==> src/aao_pkg.sv <==
// shared constants and types of the arithmetic and logic datapath
package aao_pkg;
  // ----------------------------------------
  // register map (byte addresses)
  // ----------------------------------------
  localparam logic [7:0] ADDR_CTRL = 8'h00;
  localparam logic [7:0] ADDR_TGT_LO = 8'h04;
  localparam logic [7:0] ADDR_TGT_HI = 8'h08;
  localparam logic [7:0] ADDR_SRC = 8'h0c;
  localparam logic [7:0] ADDR_IMM = 8'h10;
  localparam logic [7:0] ADDR_SREG = 8'h14;
  localparam logic [7:0] ADDR_STAT = 8'h18;
  localparam logic [7:0] ADDR_IOSEL = 8'h1c;
  localparam logic [7:0] ADDR_IODAT = 8'h20;
  // ----------------------------------------
  // fields
  // ----------------------------------------
  localparam int CTRL_OP_W = 5;
  localparam int CTRL_GO_BIT = 7;
  localparam int STAT_BUSY_BIT = 0;
  localparam int STAT_ERR_BIT = 1;
  localparam int FLAG_C = 0;
  localparam int FLAG_Z = 1;
  localparam int FLAG_N = 2;
  localparam int FLAG_V = 3;
  localparam int FLAG_S = 4;
  localparam int FLAG_H = 5;
  localparam logic [7:0] MASK_ARITH = 8'h2f;
  localparam logic [7:0] MASK_LOGIC = 8'h0e;
  localparam logic [7:0] MASK_INVERT = 8'h0f;
  localparam logic [7:0] MASK_WORD = 8'h1f;
  localparam int WORD_IMM_W = 6;
  localparam int IO_AW = 6;
  localparam logic [IO_AW-1:0] IO_BIT_TOP = 6'h1f;
  localparam logic [IO_AW-1:0] IO_FLAG_IDX = 6'h0e;
  localparam logic [7:0] ALL_ONES = 8'hff;
  // ----------------------------------------
  // reset values
  // ----------------------------------------
  localparam logic [7:0] SREG_RST = 8'h00;
  localparam logic [7:0] DATA_RST = 8'h00;
  localparam logic [7:0] FLAG_W1C_RST = 8'hf0;
  // ----------------------------------------
  // types
  // ----------------------------------------
  typedef enum logic [CTRL_OP_W-1:0] {
    OP_SUM, OP_SUM_CARRY, OP_DIFF, OP_DIFF_CARRY, OP_IMM_DIFF, OP_IMM_DIFF_CARRY,
    OP_WORD_SUM, OP_WORD_DIFF, OP_CONJ, OP_IMM_CONJ, OP_DISJ, OP_IMM_DISJ,
    OP_XDISJ, OP_INVERT, OP_ARITH_INV, OP_BIT_SET_MASK, OP_BIT_CLEAR_MASK,
    OP_ZERO_SIGN_CHECK, OP_PLUS_ONE, OP_MINUS_ONE, OP_ZERO_REG, OP_ONES_REG,
    OP_IO_BIT_SET, OP_IO_BIT_CLEAR
  } aao_op_t;
  typedef enum logic [2:0] {K_ADD, K_SUB, K_AND, K_OR, K_XOR, K_COM} aao_kind_t;
  typedef enum logic [1:0] {ST_IDLE, ST_EXEC, ST_WORD_HI, ST_IO_WRITE} aao_state_t;
endpackage

==> src/aao_byte_alu.sv <==
// combinational byte ALU producing result and status flags
`timescale 1ns/1ps
module aao_byte_alu import aao_pkg::*; (
  input wire aao_kind_t kind,
  input wire logic [7:0] opA,
  input wire logic [7:0] opB,
  input wire logic carryIn,
  input wire logic keepZ,
  input wire logic zPrev,
  output logic [7:0] res,
  output logic [7:0] flags
);
  logic [8:0] wide;
  logic a7, b7, r7, a3, b3, r3;

  always_comb begin
    wide = 9'h000;
    unique case (kind)
      K_ADD: wide = {1'b0, opA} + {1'b0, opB} + {8'h00, carryIn};
      K_SUB: wide = {1'b0, opA} - {1'b0, opB} - {8'h00, carryIn};
      K_AND: wide = {1'b0, opA & opB};
      K_OR: wide = {1'b0, opA | opB};
      K_XOR: wide = {1'b0, opA ^ opB};
      K_COM: wide = {1'b0, ALL_ONES - opA};
    endcase
    res = wide[7:0];
    a7 = opA[7];
    b7 = opB[7];
    r7 = res[7];
    a3 = opA[3];
    b3 = opB[3];
    r3 = res[3];
    flags = 8'h00;
    // carry-propagating subtracts keep zero only if it was already set
    flags[FLAG_Z] = (res == 8'h00) & (~keepZ | zPrev);
    flags[FLAG_N] = r7;
    unique case (kind)
      K_ADD: begin
        flags[FLAG_C] = wide[8];
        flags[FLAG_H] = (a3 & b3) | (b3 & ~r3) | (~r3 & a3);
        flags[FLAG_V] = (a7 & b7 & ~r7) | (~a7 & ~b7 & r7);
      end
      K_SUB: begin
        flags[FLAG_C] = (~a7 & b7) | (b7 & r7) | (r7 & ~a7);
        flags[FLAG_H] = (~a3 & b3) | (b3 & r3) | (r3 & ~a3);
        flags[FLAG_V] = (a7 & ~b7 & ~r7) | (~a7 & b7 & r7);
      end
      K_COM: flags[FLAG_C] = 1'b1;
      default: flags[FLAG_V] = 1'b0;
    endcase
    flags[FLAG_S] = flags[FLAG_N] ^ flags[FLAG_V];
  end
endmodule

==> src/aao_datapath.sv <==
// arithmetic and logic datapath with wishbone register access and i/o bit bank
//
// Implementation choices: the placing of the registers and the Wishbone slave port.
`timescale 1ns/1ps
// Operation
// - add source to target, optionally plus carry; flags ZCNVH; one clock.
// - subtract source from target, optionally minus carry; flags ZCNVH; one clock.
// - subtract immediate from target; flags ZCNVH; one clock.
// - subtract immediate and carry from target; flags ZCNVH; one clock.
// - add immediate to 16-bit high:low pair; flags ZCNVS; two clocks.
// - subtract immediate from 16-bit high:low pair; flags ZCNVS; two clocks.
// - AND target with register or immediate; only Z, N, V change; one clock.
// - OR target with register or immediate; only Z, N, V change; one clock.
// - set masked target bits by ORing mask; flags ZNV; one clock.
// - clear masked bits by ANDing with all-ones minus mask; flags ZNV.
// - test register by ANDing with itself, value unchanged, flags ZNV.
// - some status flags clear when a one is written to them.
// - i/o bit set/clear rewrite whole register, clearing flags read as set.
// - i/o bit set/clear only for addresses 0x00 to 0x1f.
module aao_datapath import aao_pkg::*; #(
  parameter logic [7:0] FLAG_W1C_MASK = FLAG_W1C_RST
) (
  input wire logic sys_clk,
  input wire logic srst,
  input wire logic wb_cyc_i,
  input wire logic wb_stb_i,
  input wire logic wb_we_i,
  input wire logic [7:0] wb_adr_i,
  input wire logic [3:0] wb_sel_i,
  input wire logic [31:0] wb_dat_i,
  output logic [31:0] wb_dat_o,
  output logic wb_ack_o,
  input wire logic [7:0] evtSet,
  output logic busy
);
  // ----------------------------------------
  // state
  // ----------------------------------------
  aao_state_t st_r, st_nxt;
  aao_op_t op_r, op_nxt;
  logic [7:0] tgtLo_r, tgtLo_nxt, tgtHi_r, tgtHi_nxt, src_r, src_nxt, imm_r, imm_nxt;
  logic [7:0] sreg_r, sreg_nxt, ioRd_r, ioRd_nxt;
  logic [IO_AW-1:0] ioSel_r, ioSel_nxt;
  logic err_r, err_nxt, carryLo_r, carryLo_nxt, zLo_r, zLo_nxt;
  logic ack_r, ack_nxt, busy_r, busy_nxt;
  logic [31:0] dat_r, dat_nxt;
  logic [7:0] ioMem_r [2**IO_AW];
  logic [7:0] ioMem_nxt [2**IO_AW];
  logic busWr, ioWrEn;
  logic [7:0] ioWrData, upd, bitMask;
  aao_kind_t aluKind;
  logic [7:0] aluA, aluB, aluRes, aluFlags;
  logic aluCin, aluKeepZ, aluZPrev;

  assign busWr = wb_cyc_i & wb_stb_i & wb_we_i & ack_r & wb_sel_i[0];
  assign bitMask = 8'h01 << imm_r[2:0];

  aao_byte_alu u_alu (
    .kind(aluKind),
    .opA(aluA),
    .opB(aluB),
    .carryIn(aluCin),
    .keepZ(aluKeepZ),
    .zPrev(aluZPrev),
    .res(aluRes),
    .flags(aluFlags)
  );

  // ----------------------------------------
  // wishbone slave
  // ----------------------------------------
  function automatic logic [7:0] readMux(input logic [7:0] adr);
    unique case (adr)
      ADDR_CTRL: readMux = {3'h0, op_r};
      ADDR_TGT_LO: readMux = tgtLo_r;
      ADDR_TGT_HI: readMux = tgtHi_r;
      ADDR_SRC: readMux = src_r;
      ADDR_IMM: readMux = imm_r;
      ADDR_SREG: readMux = sreg_r;
      ADDR_STAT: readMux = {6'h00, err_r, st_r != ST_IDLE};
      ADDR_IOSEL: readMux = {2'h0, ioSel_r};
      ADDR_IODAT: readMux = ioMem_r[ioSel_r];
      default: readMux = 8'h00;
    endcase
  endfunction

  always_comb begin
    ack_nxt = wb_cyc_i & wb_stb_i & ~ack_r;
    dat_nxt = 32'h0000_0000;
    if (ack_nxt && !wb_we_i) begin
      dat_nxt = {24'h00_0000, readMux(wb_adr_i)};
    end
  end

  always_ff @(posedge sys_clk) begin
    if (srst) begin
      ack_r <= 1'b0;
      dat_r <= 32'h0000_0000;
    end else begin
      ack_r <= ack_nxt;
      dat_r <= dat_nxt;
    end
  end
  assign wb_ack_o = ack_r;
  assign wb_dat_o = dat_r;
  assign busy = busy_r;

  // ----------------------------------------
  // execution
  // ----------------------------------------
  always_comb begin
    st_nxt = st_r;
    op_nxt = op_r;
    tgtLo_nxt = tgtLo_r;
    tgtHi_nxt = tgtHi_r;
    src_nxt = src_r;
    imm_nxt = imm_r;
    sreg_nxt = sreg_r;
    ioSel_nxt = ioSel_r;
    ioRd_nxt = ioRd_r;
    err_nxt = err_r;
    carryLo_nxt = carryLo_r;
    zLo_nxt = zLo_r;
    ioWrEn = 1'b0;
    ioWrData = 8'h00;
    upd = 8'h00;
    aluKind = K_ADD;
    aluA = tgtLo_r;
    aluB = src_r;
    aluCin = 1'b0;
    aluKeepZ = 1'b0;
    aluZPrev = sreg_r[FLAG_Z];
    // bus writes land only while idle; a busy core ignores them
    if (busWr && st_r == ST_IDLE) begin
      unique case (wb_adr_i)
        ADDR_CTRL: begin
          op_nxt = aao_op_t'(wb_dat_i[CTRL_OP_W-1:0]);
          if (wb_dat_i[CTRL_GO_BIT]) begin
            st_nxt = ST_EXEC;
            err_nxt = 1'b0;
          end
        end
        ADDR_TGT_LO: tgtLo_nxt = wb_dat_i[7:0];
        ADDR_TGT_HI: tgtHi_nxt = wb_dat_i[7:0];
        ADDR_SRC: src_nxt = wb_dat_i[7:0];
        ADDR_IMM: imm_nxt = wb_dat_i[7:0];
        ADDR_SREG: sreg_nxt = wb_dat_i[7:0];
        ADDR_IOSEL: ioSel_nxt = wb_dat_i[IO_AW-1:0];
        ADDR_IODAT: begin
          ioWrEn = 1'b1;
          ioWrData = wb_dat_i[7:0];
        end
        default: ;
      endcase
    end
    unique case (st_r)
      ST_IDLE: ;
      ST_EXEC: begin
        st_nxt = ST_IDLE;
        unique case (op_r)
          OP_SUM, OP_SUM_CARRY: begin
            aluCin = (op_r == OP_SUM_CARRY) & sreg_r[FLAG_C];
            upd = MASK_ARITH;
          end
          OP_DIFF, OP_DIFF_CARRY, OP_IMM_DIFF, OP_IMM_DIFF_CARRY: begin
            aluKind = K_SUB;
            aluB = (op_r == OP_IMM_DIFF || op_r == OP_IMM_DIFF_CARRY) ? imm_r : src_r;
            aluCin = (op_r == OP_DIFF_CARRY || op_r == OP_IMM_DIFF_CARRY) & sreg_r[FLAG_C];
            aluKeepZ = op_r == OP_DIFF_CARRY || op_r == OP_IMM_DIFF_CARRY;
            upd = MASK_ARITH;
          end
          OP_WORD_SUM, OP_WORD_DIFF: begin
            aluKind = (op_r == OP_WORD_SUM) ? K_ADD : K_SUB;
            aluB = {2'h0, imm_r[WORD_IMM_W-1:0]};
            carryLo_nxt = aluFlags[FLAG_C];
            zLo_nxt = aluRes == 8'h00;
            st_nxt = ST_WORD_HI;
          end
          OP_CONJ, OP_IMM_CONJ: begin
            aluKind = K_AND;
            aluB = (op_r == OP_IMM_CONJ) ? imm_r : src_r;
            upd = MASK_LOGIC;
          end
          OP_DISJ, OP_IMM_DISJ, OP_BIT_SET_MASK: begin
            aluKind = K_OR;
            aluB = (op_r == OP_DISJ) ? src_r : imm_r;
            upd = MASK_LOGIC;
          end
          OP_XDISJ, OP_ZERO_REG: begin
            aluKind = K_XOR;
            aluB = (op_r == OP_ZERO_REG) ? tgtLo_r : src_r;
            upd = MASK_LOGIC;
          end
          OP_BIT_CLEAR_MASK: begin
            aluKind = K_AND;
            aluB = ALL_ONES - imm_r;
            upd = MASK_LOGIC;
          end
          OP_ZERO_SIGN_CHECK: begin
            aluKind = K_AND;
            aluB = tgtLo_r;
            upd = MASK_LOGIC;
          end
          OP_INVERT: begin
            aluKind = K_COM;
            upd = MASK_INVERT;
          end
          OP_ARITH_INV: begin
            aluKind = K_SUB;
            aluA = 8'h00;
            aluB = tgtLo_r;
            upd = MASK_ARITH;
          end
          OP_PLUS_ONE, OP_MINUS_ONE: begin
            aluKind = (op_r == OP_PLUS_ONE) ? K_ADD : K_SUB;
            aluB = 8'h01;
            upd = MASK_LOGIC;
          end
          OP_ONES_REG: ;
          OP_IO_BIT_SET, OP_IO_BIT_CLEAR: begin
            // bit instructions reach only the lower half of the i/o space
            if (ioSel_r > IO_BIT_TOP) begin
              err_nxt = 1'b1;
            end else begin
              ioRd_nxt = ioMem_r[ioSel_r];
              st_nxt = ST_IO_WRITE;
            end
          end
          default: err_nxt = 1'b1;
        endcase
        if (op_r == OP_ONES_REG) begin
          tgtLo_nxt = ALL_ONES;
        end else if (op_r != OP_ZERO_SIGN_CHECK && op_r != OP_IO_BIT_SET && op_r != OP_IO_BIT_CLEAR
                     && !err_nxt) begin
          tgtLo_nxt = aluRes;
        end
      end
      ST_WORD_HI: begin
        st_nxt = ST_IDLE;
        aluKind = (op_r == OP_WORD_SUM) ? K_ADD : K_SUB;
        aluA = tgtHi_r;
        aluB = 8'h00;
        aluCin = carryLo_r;
        aluKeepZ = 1'b1;
        aluZPrev = zLo_r;
        tgtHi_nxt = aluRes;
        upd = MASK_WORD;
      end
      ST_IO_WRITE: begin
        st_nxt = ST_IDLE;
        ioWrEn = 1'b1;
        ioWrData = (op_r == OP_IO_BIT_SET) ? (ioRd_r | bitMask) : (ioRd_r & ~bitMask);
      end
    endcase
    sreg_nxt = (sreg_nxt & ~upd) | (aluFlags & upd);
    busy_nxt = st_nxt != ST_IDLE;
  end

  always_ff @(posedge sys_clk) begin
    if (srst) begin
      st_r <= ST_IDLE;
      op_r <= OP_SUM;
      tgtLo_r <= DATA_RST;
      tgtHi_r <= DATA_RST;
      src_r <= DATA_RST;
      imm_r <= DATA_RST;
      sreg_r <= SREG_RST;
      ioSel_r <= '0;
      ioRd_r <= DATA_RST;
      err_r <= 1'b0;
      carryLo_r <= 1'b0;
      zLo_r <= 1'b0;
      busy_r <= 1'b0;
    end else begin
      st_r <= st_nxt;
      op_r <= op_nxt;
      tgtLo_r <= tgtLo_nxt;
      tgtHi_r <= tgtHi_nxt;
      src_r <= src_nxt;
      imm_r <= imm_nxt;
      sreg_r <= sreg_nxt;
      ioSel_r <= ioSel_nxt;
      ioRd_r <= ioRd_nxt;
      err_r <= err_nxt;
      carryLo_r <= carryLo_nxt;
      zLo_r <= zLo_nxt;
      busy_r <= busy_nxt;
    end
  end

  // ----------------------------------------
  // i/o bank with write-one-to-clear flags
  // ----------------------------------------
  always_comb begin
    ioMem_nxt = ioMem_r;
    if (ioWrEn) begin
      if (ioSel_r == IO_FLAG_IDX) begin
        // ones clear flag bits; plain bits store as written
        ioMem_nxt[ioSel_r] = (ioMem_r[ioSel_r] & ~(ioWrData & FLAG_W1C_MASK))
                             | (ioWrData & ~FLAG_W1C_MASK);
      end else begin
        ioMem_nxt[ioSel_r] = ioWrData;
      end
    end
    // a flag event in the clearing cycle survives
    ioMem_nxt[IO_FLAG_IDX] = ioMem_nxt[IO_FLAG_IDX] | (evtSet & FLAG_W1C_MASK);
  end

  always_ff @(posedge sys_clk) begin
    if (srst) begin
      for (int i = 0; i < 2**IO_AW; i++) begin
        ioMem_r[i] <= DATA_RST;
      end
    end else begin
      ioMem_r <= ioMem_nxt;
    end
  end
endmodule

==> config.mk <==
export PLATFORM = sky130hd
export DESIGN_NAME = aao_datapath
export DESIGN_NICKNAME = d
export VERILOG_FILES = /design/src/aao_pkg.sv /design/src/aao_byte_alu.sv /design/src/aao_datapath.sv
export SDC_FILE = /design/constraint.sdc
export NUM_CORES = 1
export LEC_CHECK = 0
export BUFFER_PORTS_ARGS = -buffer_cell sky130_fd_sc_hd__buf_2
export CELL_PAD_IN_SITES_DETAIL_PLACEMENT = 1
export CELL_PAD_IN_SITES_GLOBAL_PLACEMENT = 1
export CORE_MARGIN = 1
export CORE_UTILIZATION = 30
export CTS_BUF_LIST = sky130_fd_sc_hd__clkbuf_16
export CTS_CLUSTER_SIZE = 25
export DETAILED_ROUTE_END_ITERATION = 8
export PLACE_DENSITY = 0.66
export SYNTH_ARGS = -nofsm -noshare
export SYNTH_HDL_FRONTEND = slang
export SYNTH_SLANG_ARGS = --single-unit
==> constraint.sdc <==
create_clock -name sys_clk -period 3.8 [get_ports sys_clk]
set_input_delay 0.76 -clock sys_clk [delete_from_list [all_inputs] [get_ports sys_clk]]
set_output_delay 0.76 -clock sys_clk [all_outputs]
set_load 0.01 [all_outputs]
==> flow_metrics.env, run 1 <==
export IMPL_grt_pass1_wl_um=151000
export IMPL_grt_total_usage=0.215
export IMPL_pin_count_of_the_biggest_net_entering_global_routing=159
export IMPL_critical_path_arrival_ps=4360
export IMPL_clock_fmax_ghz=0.260
export IMPL_insertedDiodeCount=0
export IMPL_layout_nets=3274
export IMPL_part_of_the_power_in_registers=0.443
export IMPL_antenna_found_initial=1
export IMPL_drv_cap=0
export IMPL_crit_path_start_kind="flip-flop"
export IMPL_clockPowerShare=0.458
export IMPL_worstReg2RegStart="op_r[2]$_SDFFE_PP0P_"
export IMPL_p_sw_uw=3600
export IMPL_cts_num_sinks=586
export IMPL_power_combinational_fraction=0.099
export IMPL_hold_crit_class="in -> reg"
export IMPL_timing_worst_slew_pin_value_ps=1210
export IMPL_timing_final_max_slew_violations=0
export IMPL_layout_drive_gt1_share=0.176
export IMPL_placed_area_mm2=0.0297
export IMPL_synth_seq_cells=586
export IMPL_synthTopCellsByArea="sky130_fd_sc_hd__dfxtp_1 44%, sky130_fd_sc_hd__a211oi_1 15%, sky130_fd_sc_hd__nor2_1 9.0%, sky130_fd_sc_hd__a22oi_1 7.2%, sky130_fd_sc_hd__buf_2 2.2%"
export IMPL_die_area_mm2=0.0904
export IMPL_yosysSeqAreaShare=0.438
export IMPL_power_leakage_uw=0.0105
export IMPL_setup_viol=1
export IMPL_ctsLongestPathBuffers=3
export IMPL_first_drt_pass_iteration_count=6
export IMPL_synth_top_area_cell="sky130_fd_sc_hd__dfxtp_1"
export IMPL_dp_final_hpwl_um=66200
export IMPL_synth_flop_cell="sky130_fd_sc_hd__dfxtp_1"
export IMPL_routed_wire_length_per_instance_um=22.6
export IMPL_status="finished with violations"
export IMPL_finish_cell_count_without_fillers=4395
export IMPL_synth_cell_type_count=92
export IMPL_synth_avg_cell_area_um2=8.78
export IMPL_vias=24418
export IMPL_fin_crit_period_ps=3840
export IMPL_postSynthCellCount=3049
export IMPL_violated_checks="setup timing"
export IMPL_multi_input_comb_area_mm2=0.0138
export IMPL_cts_htree_levels=3
export IMPL_clk_insertion_delay_late_ps=620
export IMPL_hold_start="evtSet[7]"
export IMPL_area_delta_synth_final_pct=20.9
export IMPL_hold_viol_final=0
export IMPL_nFillCells=10202
export IMPL_grt_ovfl_total=0
export IMPL_critical_path_startpoint="op_r[2]$_SDFFE_PP0P_"
export IMPL_clk_pin_slew_ps=70
export IMPL_data_required_critical_path_ps=4310
export IMPL_drtIter0Drc=1740
export IMPL_antenna_violating_nets_post_route=0
export IMPL_routabilityCongestion=0.880
export IMPL_total_number_of_placement_rows=109
export IMPL_power_report_internal_total_uw=10600
export IMPL_ios=91
export IMPL_synth_largest_type_area_fraction=0.438
export IMPL_post_synth_instance_area_mm2=0.0268
export IMPL_post_route_worst_setup_slack_ps=-43.5
export IMPL_clockRootBuffer="sky130_fd_sc_hd__clkbuf_16"
export IMPL_drcViolationCount=0
export IMPL_worst_slew_margin_rel=0.187
export IMPL_yosys_warnings=0
export IMPL_cts_tree="done"
export IMPL_timing_worst_setup_path_type="reg -> reg"
export IMPL_coreArea_mm2=0.0884
export IMPL_floorplan_die_height_um=301
export IMPL_path_max_fanout=7
export IMPL_timing_critical_path_to_type="flip-flop"
export IMPL_cts_hold_buffers_added=0
export IMPL_synth_edff_count=0
export IMPL_numPlacedInstances=4253
export IMPL_post_synth_top_count_cell="sky130_fd_sc_hd__nor2_1"
export IMPL_powerDensity_mw_per_mm2=438
export IMPL_final_seq_area_mm2=0.0118
export IMPL_wl_um=99400
export IMPL_worst_clock_skew_ps=27.6
export IMPL_die_width_um=301
export IMPL_power_ir_vdd_worst_v=0.000260
export IMPL_synth_async_sr_flop_share=0
export IMPL_start_util=0.303
export IMPL_cts_made_buffers=67
export IMPL_sw_frac_of_total=0.254
export IMPL_portBuffers=35
export IMPL_final_area_mm2=0.0324
export IMPL_core_occupancy_in_the_finished_layout=0.366
export IMPL_setup_repair_after_global_routing_missed_its_margin="yes"
export IMPL_viasPerCell=5.56
export IMPL_grt_pass1_vias=23917
export IMPL_netlist_top_cells_count="642 x sky130_fd_sc_hd__nor2_1, 586 x sky130_fd_sc_hd__dfxtp_1, 519 x sky130_fd_sc_hd__a211oi_1, 256 x sky130_fd_sc_hd__a22oi_1, 119 x sky130_fd_sc_hd__buf_2"
export IMPL_finalCritPeriodShare=1.01
-- cell usage in the layout (no fill, tap or decap), types with 8 or more instances in the layout --
master / n
sky130_fd_sc_hd__nor3_1: 17
sky130_fd_sc_hd__buf_2: 34
sky130_fd_sc_hd__a21oi_1: 69
sky130_fd_sc_hd__mux2_2: 14
sky130_fd_sc_hd__o21ai_1: 11
sky130_fd_sc_hd__a22oi_1: 256
sky130_fd_sc_hd__a41oi_1: 28
sky130_fd_sc_hd__nand2b_1: 9
sky130_fd_sc_hd__ha_4: 9
sky130_fd_sc_hd__clkinv_2: 11
sky130_fd_sc_hd__nor2_1: 638
sky130_fd_sc_hd__a31oi_1: 15
sky130_fd_sc_hd__clkinv_1: 13
sky130_fd_sc_hd__nand3_1: 28
sky130_fd_sc_hd__nand4_1: 36
sky130_fd_sc_hd__buf_4: 269
sky130_fd_sc_hd__a221oi_1: 15
sky130_fd_sc_hd__a22o_1: 24
sky130_fd_sc_hd__inv_1: 43
sky130_fd_sc_hd__and2_1: 11
sky130_fd_sc_hd__a211oi_1: 519
sky130_fd_sc_hd__nor2b_1: 14
sky130_fd_sc_hd__dfxtp_1: 579
sky130_fd_sc_hd__ha_1: 26
sky130_fd_sc_hd__buf_12: 39
sky130_fd_sc_hd__buf_6: 8
sky130_fd_sc_hd__o21ai_0: 23
sky130_fd_sc_hd__conb_1: 24
sky130_fd_sc_hd__nand2_1: 98
sky130_fd_sc_hd__clkbuf_16: 69
sky130_fd_sc_hd__and3_1: 11
sky130_fd_sc_hd__mux2i_1: 39
-- path summary, 6_finish.rpt --
check | to | slack [ps] | depth (start not counted)
worst min-delay path | ioMem_r[399]$_SDFF_PP0_ | 420 | 2
worst max register to register | carryLo_r$_SDFFE_PP0P_ | -40 | 17
worst max-delay path | carryLo_r$_SDFFE_PP0P_ | -40 | 17
worst min register to register | sreg_r[6]$_SDFFE_PP0P_ | 460 | 2
-- area by class of cell --
| type | instances | area share |
|---|---|---|
| Multi-Input combinational cell | 2136 | 0.426 |
| Sequential cell | 586 | 0.363 |
| Timing Repair Buffer | 351 | 0.0950 |
| Clock buffer | 69 | 0.0533 |
| Tap cell | 1165 | 0.0450 |
| Clock inverter | 52 | 0.0136 |
| Inverter | 36 | 0.00417 |
-- worst max-delay path: stages, from the launching register on --
cell and delay (ps):
sky130_fd_sc_hd__dfxtp_4 380, sky130_fd_sc_hd__or4b_4 550, sky130_fd_sc_hd__or2_4 310, sky130_fd_sc_hd__nor2_4 90, sky130_fd_sc_hd__a221oi_2 40, sky130_fd_sc_hd__o21ai_1 140
sky130_fd_sc_hd__buf_4 160, sky130_fd_sc_hd__ha_4 220, sky130_fd_sc_hd__ha_4 280, sky130_fd_sc_hd__nand2_1 50, sky130_fd_sc_hd__o21a_1 170, sky130_fd_sc_hd__a41oi_2 210
sky130_fd_sc_hd__buf_4 160, sky130_fd_sc_hd__a211o_1 160, sky130_fd_sc_hd__a22oi_2 80, sky130_fd_sc_hd__buf_4 170, sky130_fd_sc_hd__or2_1 220, sky130_fd_sc_hd__a2111oi_2 350
-- per-layer routing --
metal	routed length [um]	track usage	part of all wire
met1	46900	0.302	0.47
met2	44700	0.339	0.45
met3	5190	0.0321	0.052
met4	2610	0.0635	0.026
met5	13	0	0.00013
-- registers in the layout, indices dropped and copies added (netlist names), 2 cells and up, named ones only --
register and flops:
imm_r 8, ioMem_r 512, ioRd_r 8, ioSel_r 6, op_r 5, src_r 8
sreg_r 2, st_r 2, tgtHi_r 8, tgtLo_r 8, wb_dat_o 8
-- per-stage QoR --
step	total power, uW	setup WS [ps]	setup TNS, ps	hold slack [ps]
2_1_floorplan	7140	-12.6	-21.8	436
4_1_cts	14200	-6.79	-6.79	396
3_3_place_gp	7650	-241	-2220	445
5_1_grt	14700	-182	-1070	410
6_report	14200	-43.5	-43.5	422
3_5_place_dp	7650	-317	-2720	450
-- kinds of logic after synthesis --
| kind of cell | after synthesis | synth area share |
|---|---|---|
| compound gates | 1063 | 0.295 |
| simple gates | 945 | 0.155 |
| flops | 586 | 0.438 |
| buf+inv | 350 | 0.0672 |
| mux | 56 | 0.0220 |
| fa+ha+maj | 39 | 0.0193 |
| xor+xnor | 9 | 0.00294 |
| other cells | 1 | 0.000140 |
-- what timing repair did --
action | in CTS | in global routing
pin swaps | 3 | 35
hold endpoints to repair | 0 | 0
buffers inserted | 0 | 22
resized for setup | 25 | 70
endpoints found under the setup margin | 15 | 109
-- power by group through the flow --
stage	Clock (uW)	Sequential (uW)	Combinational (uW)
3_5_place_dp	0	6410	1240
4_1_cts	6640	6270	1270
2_1_floorplan	0	6380	759
3_3_place_gp	0	6410	1240
5_1_grt	6900	6280	1510
6_report	6490	6280	1400
Power figures use the tool's default switching activity.
==> run 2, diff against run 1 <==
- CORE_UTILIZATION: 30 -> 39
- PLACE_DENSITY: 0.66 -> 0.77
- clock period: 3.8 -> 4.8 ns (I/O delays scaled with it)
==> flow_metrics.env, run 2 (same netlist as run 1, synthesis figures left out) <==
export IMPL_wl_um=98100
export IMPL_power_combinational_fraction=0.080
export IMPL_hold_start="wb_ack_o$_SDFF_PP0_"
export IMPL_post_route_worst_setup_slack_ps=260
export IMPL_crit_path_start_kind="flip-flop"
export IMPL_die_width_um=264
export IMPL_status="completed"
export IMPL_vias=24794
export IMPL_timing_final_max_slew_violations=0
export IMPL_layout_drive_gt1_share=0.109
export IMPL_antenna_found_initial=1
export IMPL_timing_critical_path_to_type="flip-flop"
export IMPL_nFillCells=7790
export IMPL_clock_fmax_ghz=0.220
export IMPL_coreArea_mm2=0.0675
export IMPL_drtIter0Drc=2074
export IMPL_cts_tree="done"
export IMPL_layout_nets=3108
export IMPL_hold_crit_class="reg -> reg"
export IMPL_viasPerCell=6.30
export IMPL_drcViolationCount=0
export IMPL_ios=91
export IMPL_power_report_internal_total_uw=7890
export IMPL_power_ir_vdd_worst_v=0.000274
export IMPL_worstReg2RegStart="op_r[1]$_SDFFE_PP0P_"
export IMPL_r2r_cells=15
export IMPL_setup_repair_after_global_routing_missed_its_margin="no"
export IMPL_p_sw_uw=2630
export IMPL_commonest_non_fill_non_tap_cell_in_the_layout="sky130_fd_sc_hd__nor2_1"
export IMPL_worst_slew_margin_rel=0.204
export IMPL_routed_wire_length_per_instance_um=24.9
export IMPL_final_seq_area_mm2=0.0117
export IMPL_start_util=0.397
export IMPL_crit_chain="or4b_1 -> or2_2 -> nor2_1 -> a221oi_1 -> o21ai_0 -> ha_1 -> ha_1 -> nand2_1 -> o21a_1 -> a41oi_1 -> a211o_1 -> a22oi_2 -> buf_4 -> or3b_2 -> o211ai_1"
export IMPL_antenna_violating_nets_post_route=0
export IMPL_grt_total_usage=0.273
export IMPL_timing_hold_worst_endpoint="wb_ack_o$_SDFF_PP0_"
export IMPL_timing_worst_setup_path_type="reg -> reg"
export IMPL_setup_viol=0
export IMPL_timing_worst_slew_pin_value_ps=1180
export IMPL_power_leakage_uw=0.00942
export IMPL_cts_hold_buffers_added=0
export IMPL_hold_depth=1
export IMPL_hold_viol_final=0
export IMPL_routabilityCongestion=0.953
export IMPL_area_delta_synth_final_pct=11.5
export IMPL_sw_frac_of_total=0.250
export IMPL_worst_path_most_repeated_cell="sky130_fd_sc_hd__ha_1"
export IMPL_crit_path_top_delay_cell="sky130_fd_sc_hd__or4b_1"
export IMPL_grt_ovfl_total=0
export IMPL_clk_insertion_delay_late_ps=640
export IMPL_total_number_of_placement_rows=95
export IMPL_insertedDiodeCount=0
export IMPL_worstPathBufferInverterCount=1
export IMPL_powerDensity_mw_per_mm2=352
export IMPL_finalCritPeriodShare=0.946
export IMPL_max_flop_register="ioMem_r"
export IMPL_drv_cap=0
export IMPL_cts_num_sinks=586
export IMPL_largest_reg_flops=512
export IMPL_setup_tns_final_ps=0
export IMPL_critical_path_arrival_ps=5090
export IMPL_r2r_slack_ps=260
export IMPL_dp_final_hpwl_um=63300
export IMPL_ctsLongestPathBuffers=3
export IMPL_worst_clock_skew_ps=19.6
export IMPL_data_required_critical_path_ps=5350
export IMPL_cts_htree_levels=2
export IMPL_part_of_the_power_in_registers=0.473
export IMPL_crit_path_largest_cell_delay_ps=620
export IMPL_floorplan_die_height_um=264
export IMPL_clk_pin_slew_ps=60
export IMPL_fin_crit_period_ps=4540
export IMPL_pin_count_of_the_biggest_net_entering_global_routing=186
export IMPL_first_drt_pass_iteration_count=7
export IMPL_clockRootBuffer="sky130_fd_sc_hd__clkbuf_16"
export IMPL_portBuffers=35
export IMPL_total_power_uw=10500
export IMPL_die_area_mm2=0.0697
export IMPL_grt_pass1_vias=25108
export IMPL_cts_made_buffers=61
export IMPL_most_frequent_cells_in_the_layout="642 x sky130_fd_sc_hd__nor2_1, 584 x sky130_fd_sc_hd__dfxtp_1, 519 x sky130_fd_sc_hd__a211oi_1, 256 x sky130_fd_sc_hd__a22oi_1, 140 x sky130_fd_sc_hd__buf_4"
export IMPL_path_delay_family="simple AND/OR/NAND/NOR gates"
export IMPL_dp_slack_ps=239
export IMPL_path_max_fanout=10
export IMPL_clockPowerShare=0.447
export IMPL_grt_pass1_wl_um=150000
export IMPL_multi_input_comb_area_mm2=0.0134
==> run 2: area by class of cell <==
| class | instances | area share |
|---|---|---|
| Tap cell | 873 | 0.0366 |
| Multi-Input combinational cell | 2136 | 0.448 |
| Inverter | 36 | 0.00452 |
| Sequential cell | 586 | 0.393 |
| Clock buffer | 62 | 0.0520 |
| Clock inverter | 52 | 0.0139 |
| Timing Repair Buffer | 191 | 0.0521 |
==> run 2: repair_timing <==
item,4_1_cts,5_1_grt
buffers inserted,0,0
endpoints found under the setup margin,0,8
endpoints found under the hold margin,0,0
resized for setup,0,6
==> run 2: through the flow <==
stage | util | instances | hold WS [ps] | cell area (um2)
global route | 0.442 | 3936 | 482 | 29900
global placement | 0.413 | 3822 | 448 | 27900
floorplan | - | 3072 | 436 | 26900
CTS | 0.442 | 3936 | 455 | 29800
detailed placement | 0.413 | 3822 | 447 | 27900
finish | 0.442 | 3936 | 459 | 29900
==> run 2: worst register-to-register path, stage by stage, from the launching register on <==
cell and delay, ps:
sky130_fd_sc_hd__dfxtp_2 380, sky130_fd_sc_hd__or4b_1 620, sky130_fd_sc_hd__or2_2 390, sky130_fd_sc_hd__nor2_1 110
sky130_fd_sc_hd__a221oi_1 60, sky130_fd_sc_hd__o21ai_0 410, sky130_fd_sc_hd__ha_1 340, sky130_fd_sc_hd__ha_1 370
sky130_fd_sc_hd__nand2_1 80, sky130_fd_sc_hd__o21a_1 170, sky130_fd_sc_hd__a41oi_1 350, sky130_fd_sc_hd__a211o_1 280
sky130_fd_sc_hd__a22oi_2 70, sky130_fd_sc_hd__buf_4 200, sky130_fd_sc_hd__or3b_2 470, sky130_fd_sc_hd__o211ai_1 180
==> run 2: power groups by stage <==
stage	Clock, uW	Sequential (uW)	Combinational [uW]
final	4710	4980	838
after global routing	4980	4970	897
after CTS	4760	4970	818
after detailed placement	0	5080	811
after global placement	0	5080	783
after floorplan	0	5050	573
==> run 2: per-layer routing <==
metal,vias to the layer above,track usage,routed length [um]
met2,859,0.448,45500
met3,204,0.0348,6200
met1,12516,0.365,43100
met4,0,0.102,3260
li1,11215,-,-
met5,-,0,0
==> run 2: worst max path at each step <==
stage                              start                     to  slack, ps  cells after the start
CTS                 op_r[1]$_SDFFE_PP0P_              flip-flop        210                     15
global placement    op_r[1]$_SDFFE_PP0P_              flip-flop        290                     15
detailed placement  op_r[1]$_SDFFE_PP0P_              flip-flop        240                     15
finish              op_r[1]$_SDFFE_PP0P_              flip-flop        260                     15
floorplan           op_r[1]$_SDFFE_PP0P_  tgtLo_r[6]$_SDFF_PP0_        710                     17
global route        op_r[3]$_SDFFE_PP0P_     zLo_r$_SDFFE_PP0P_         20                     19
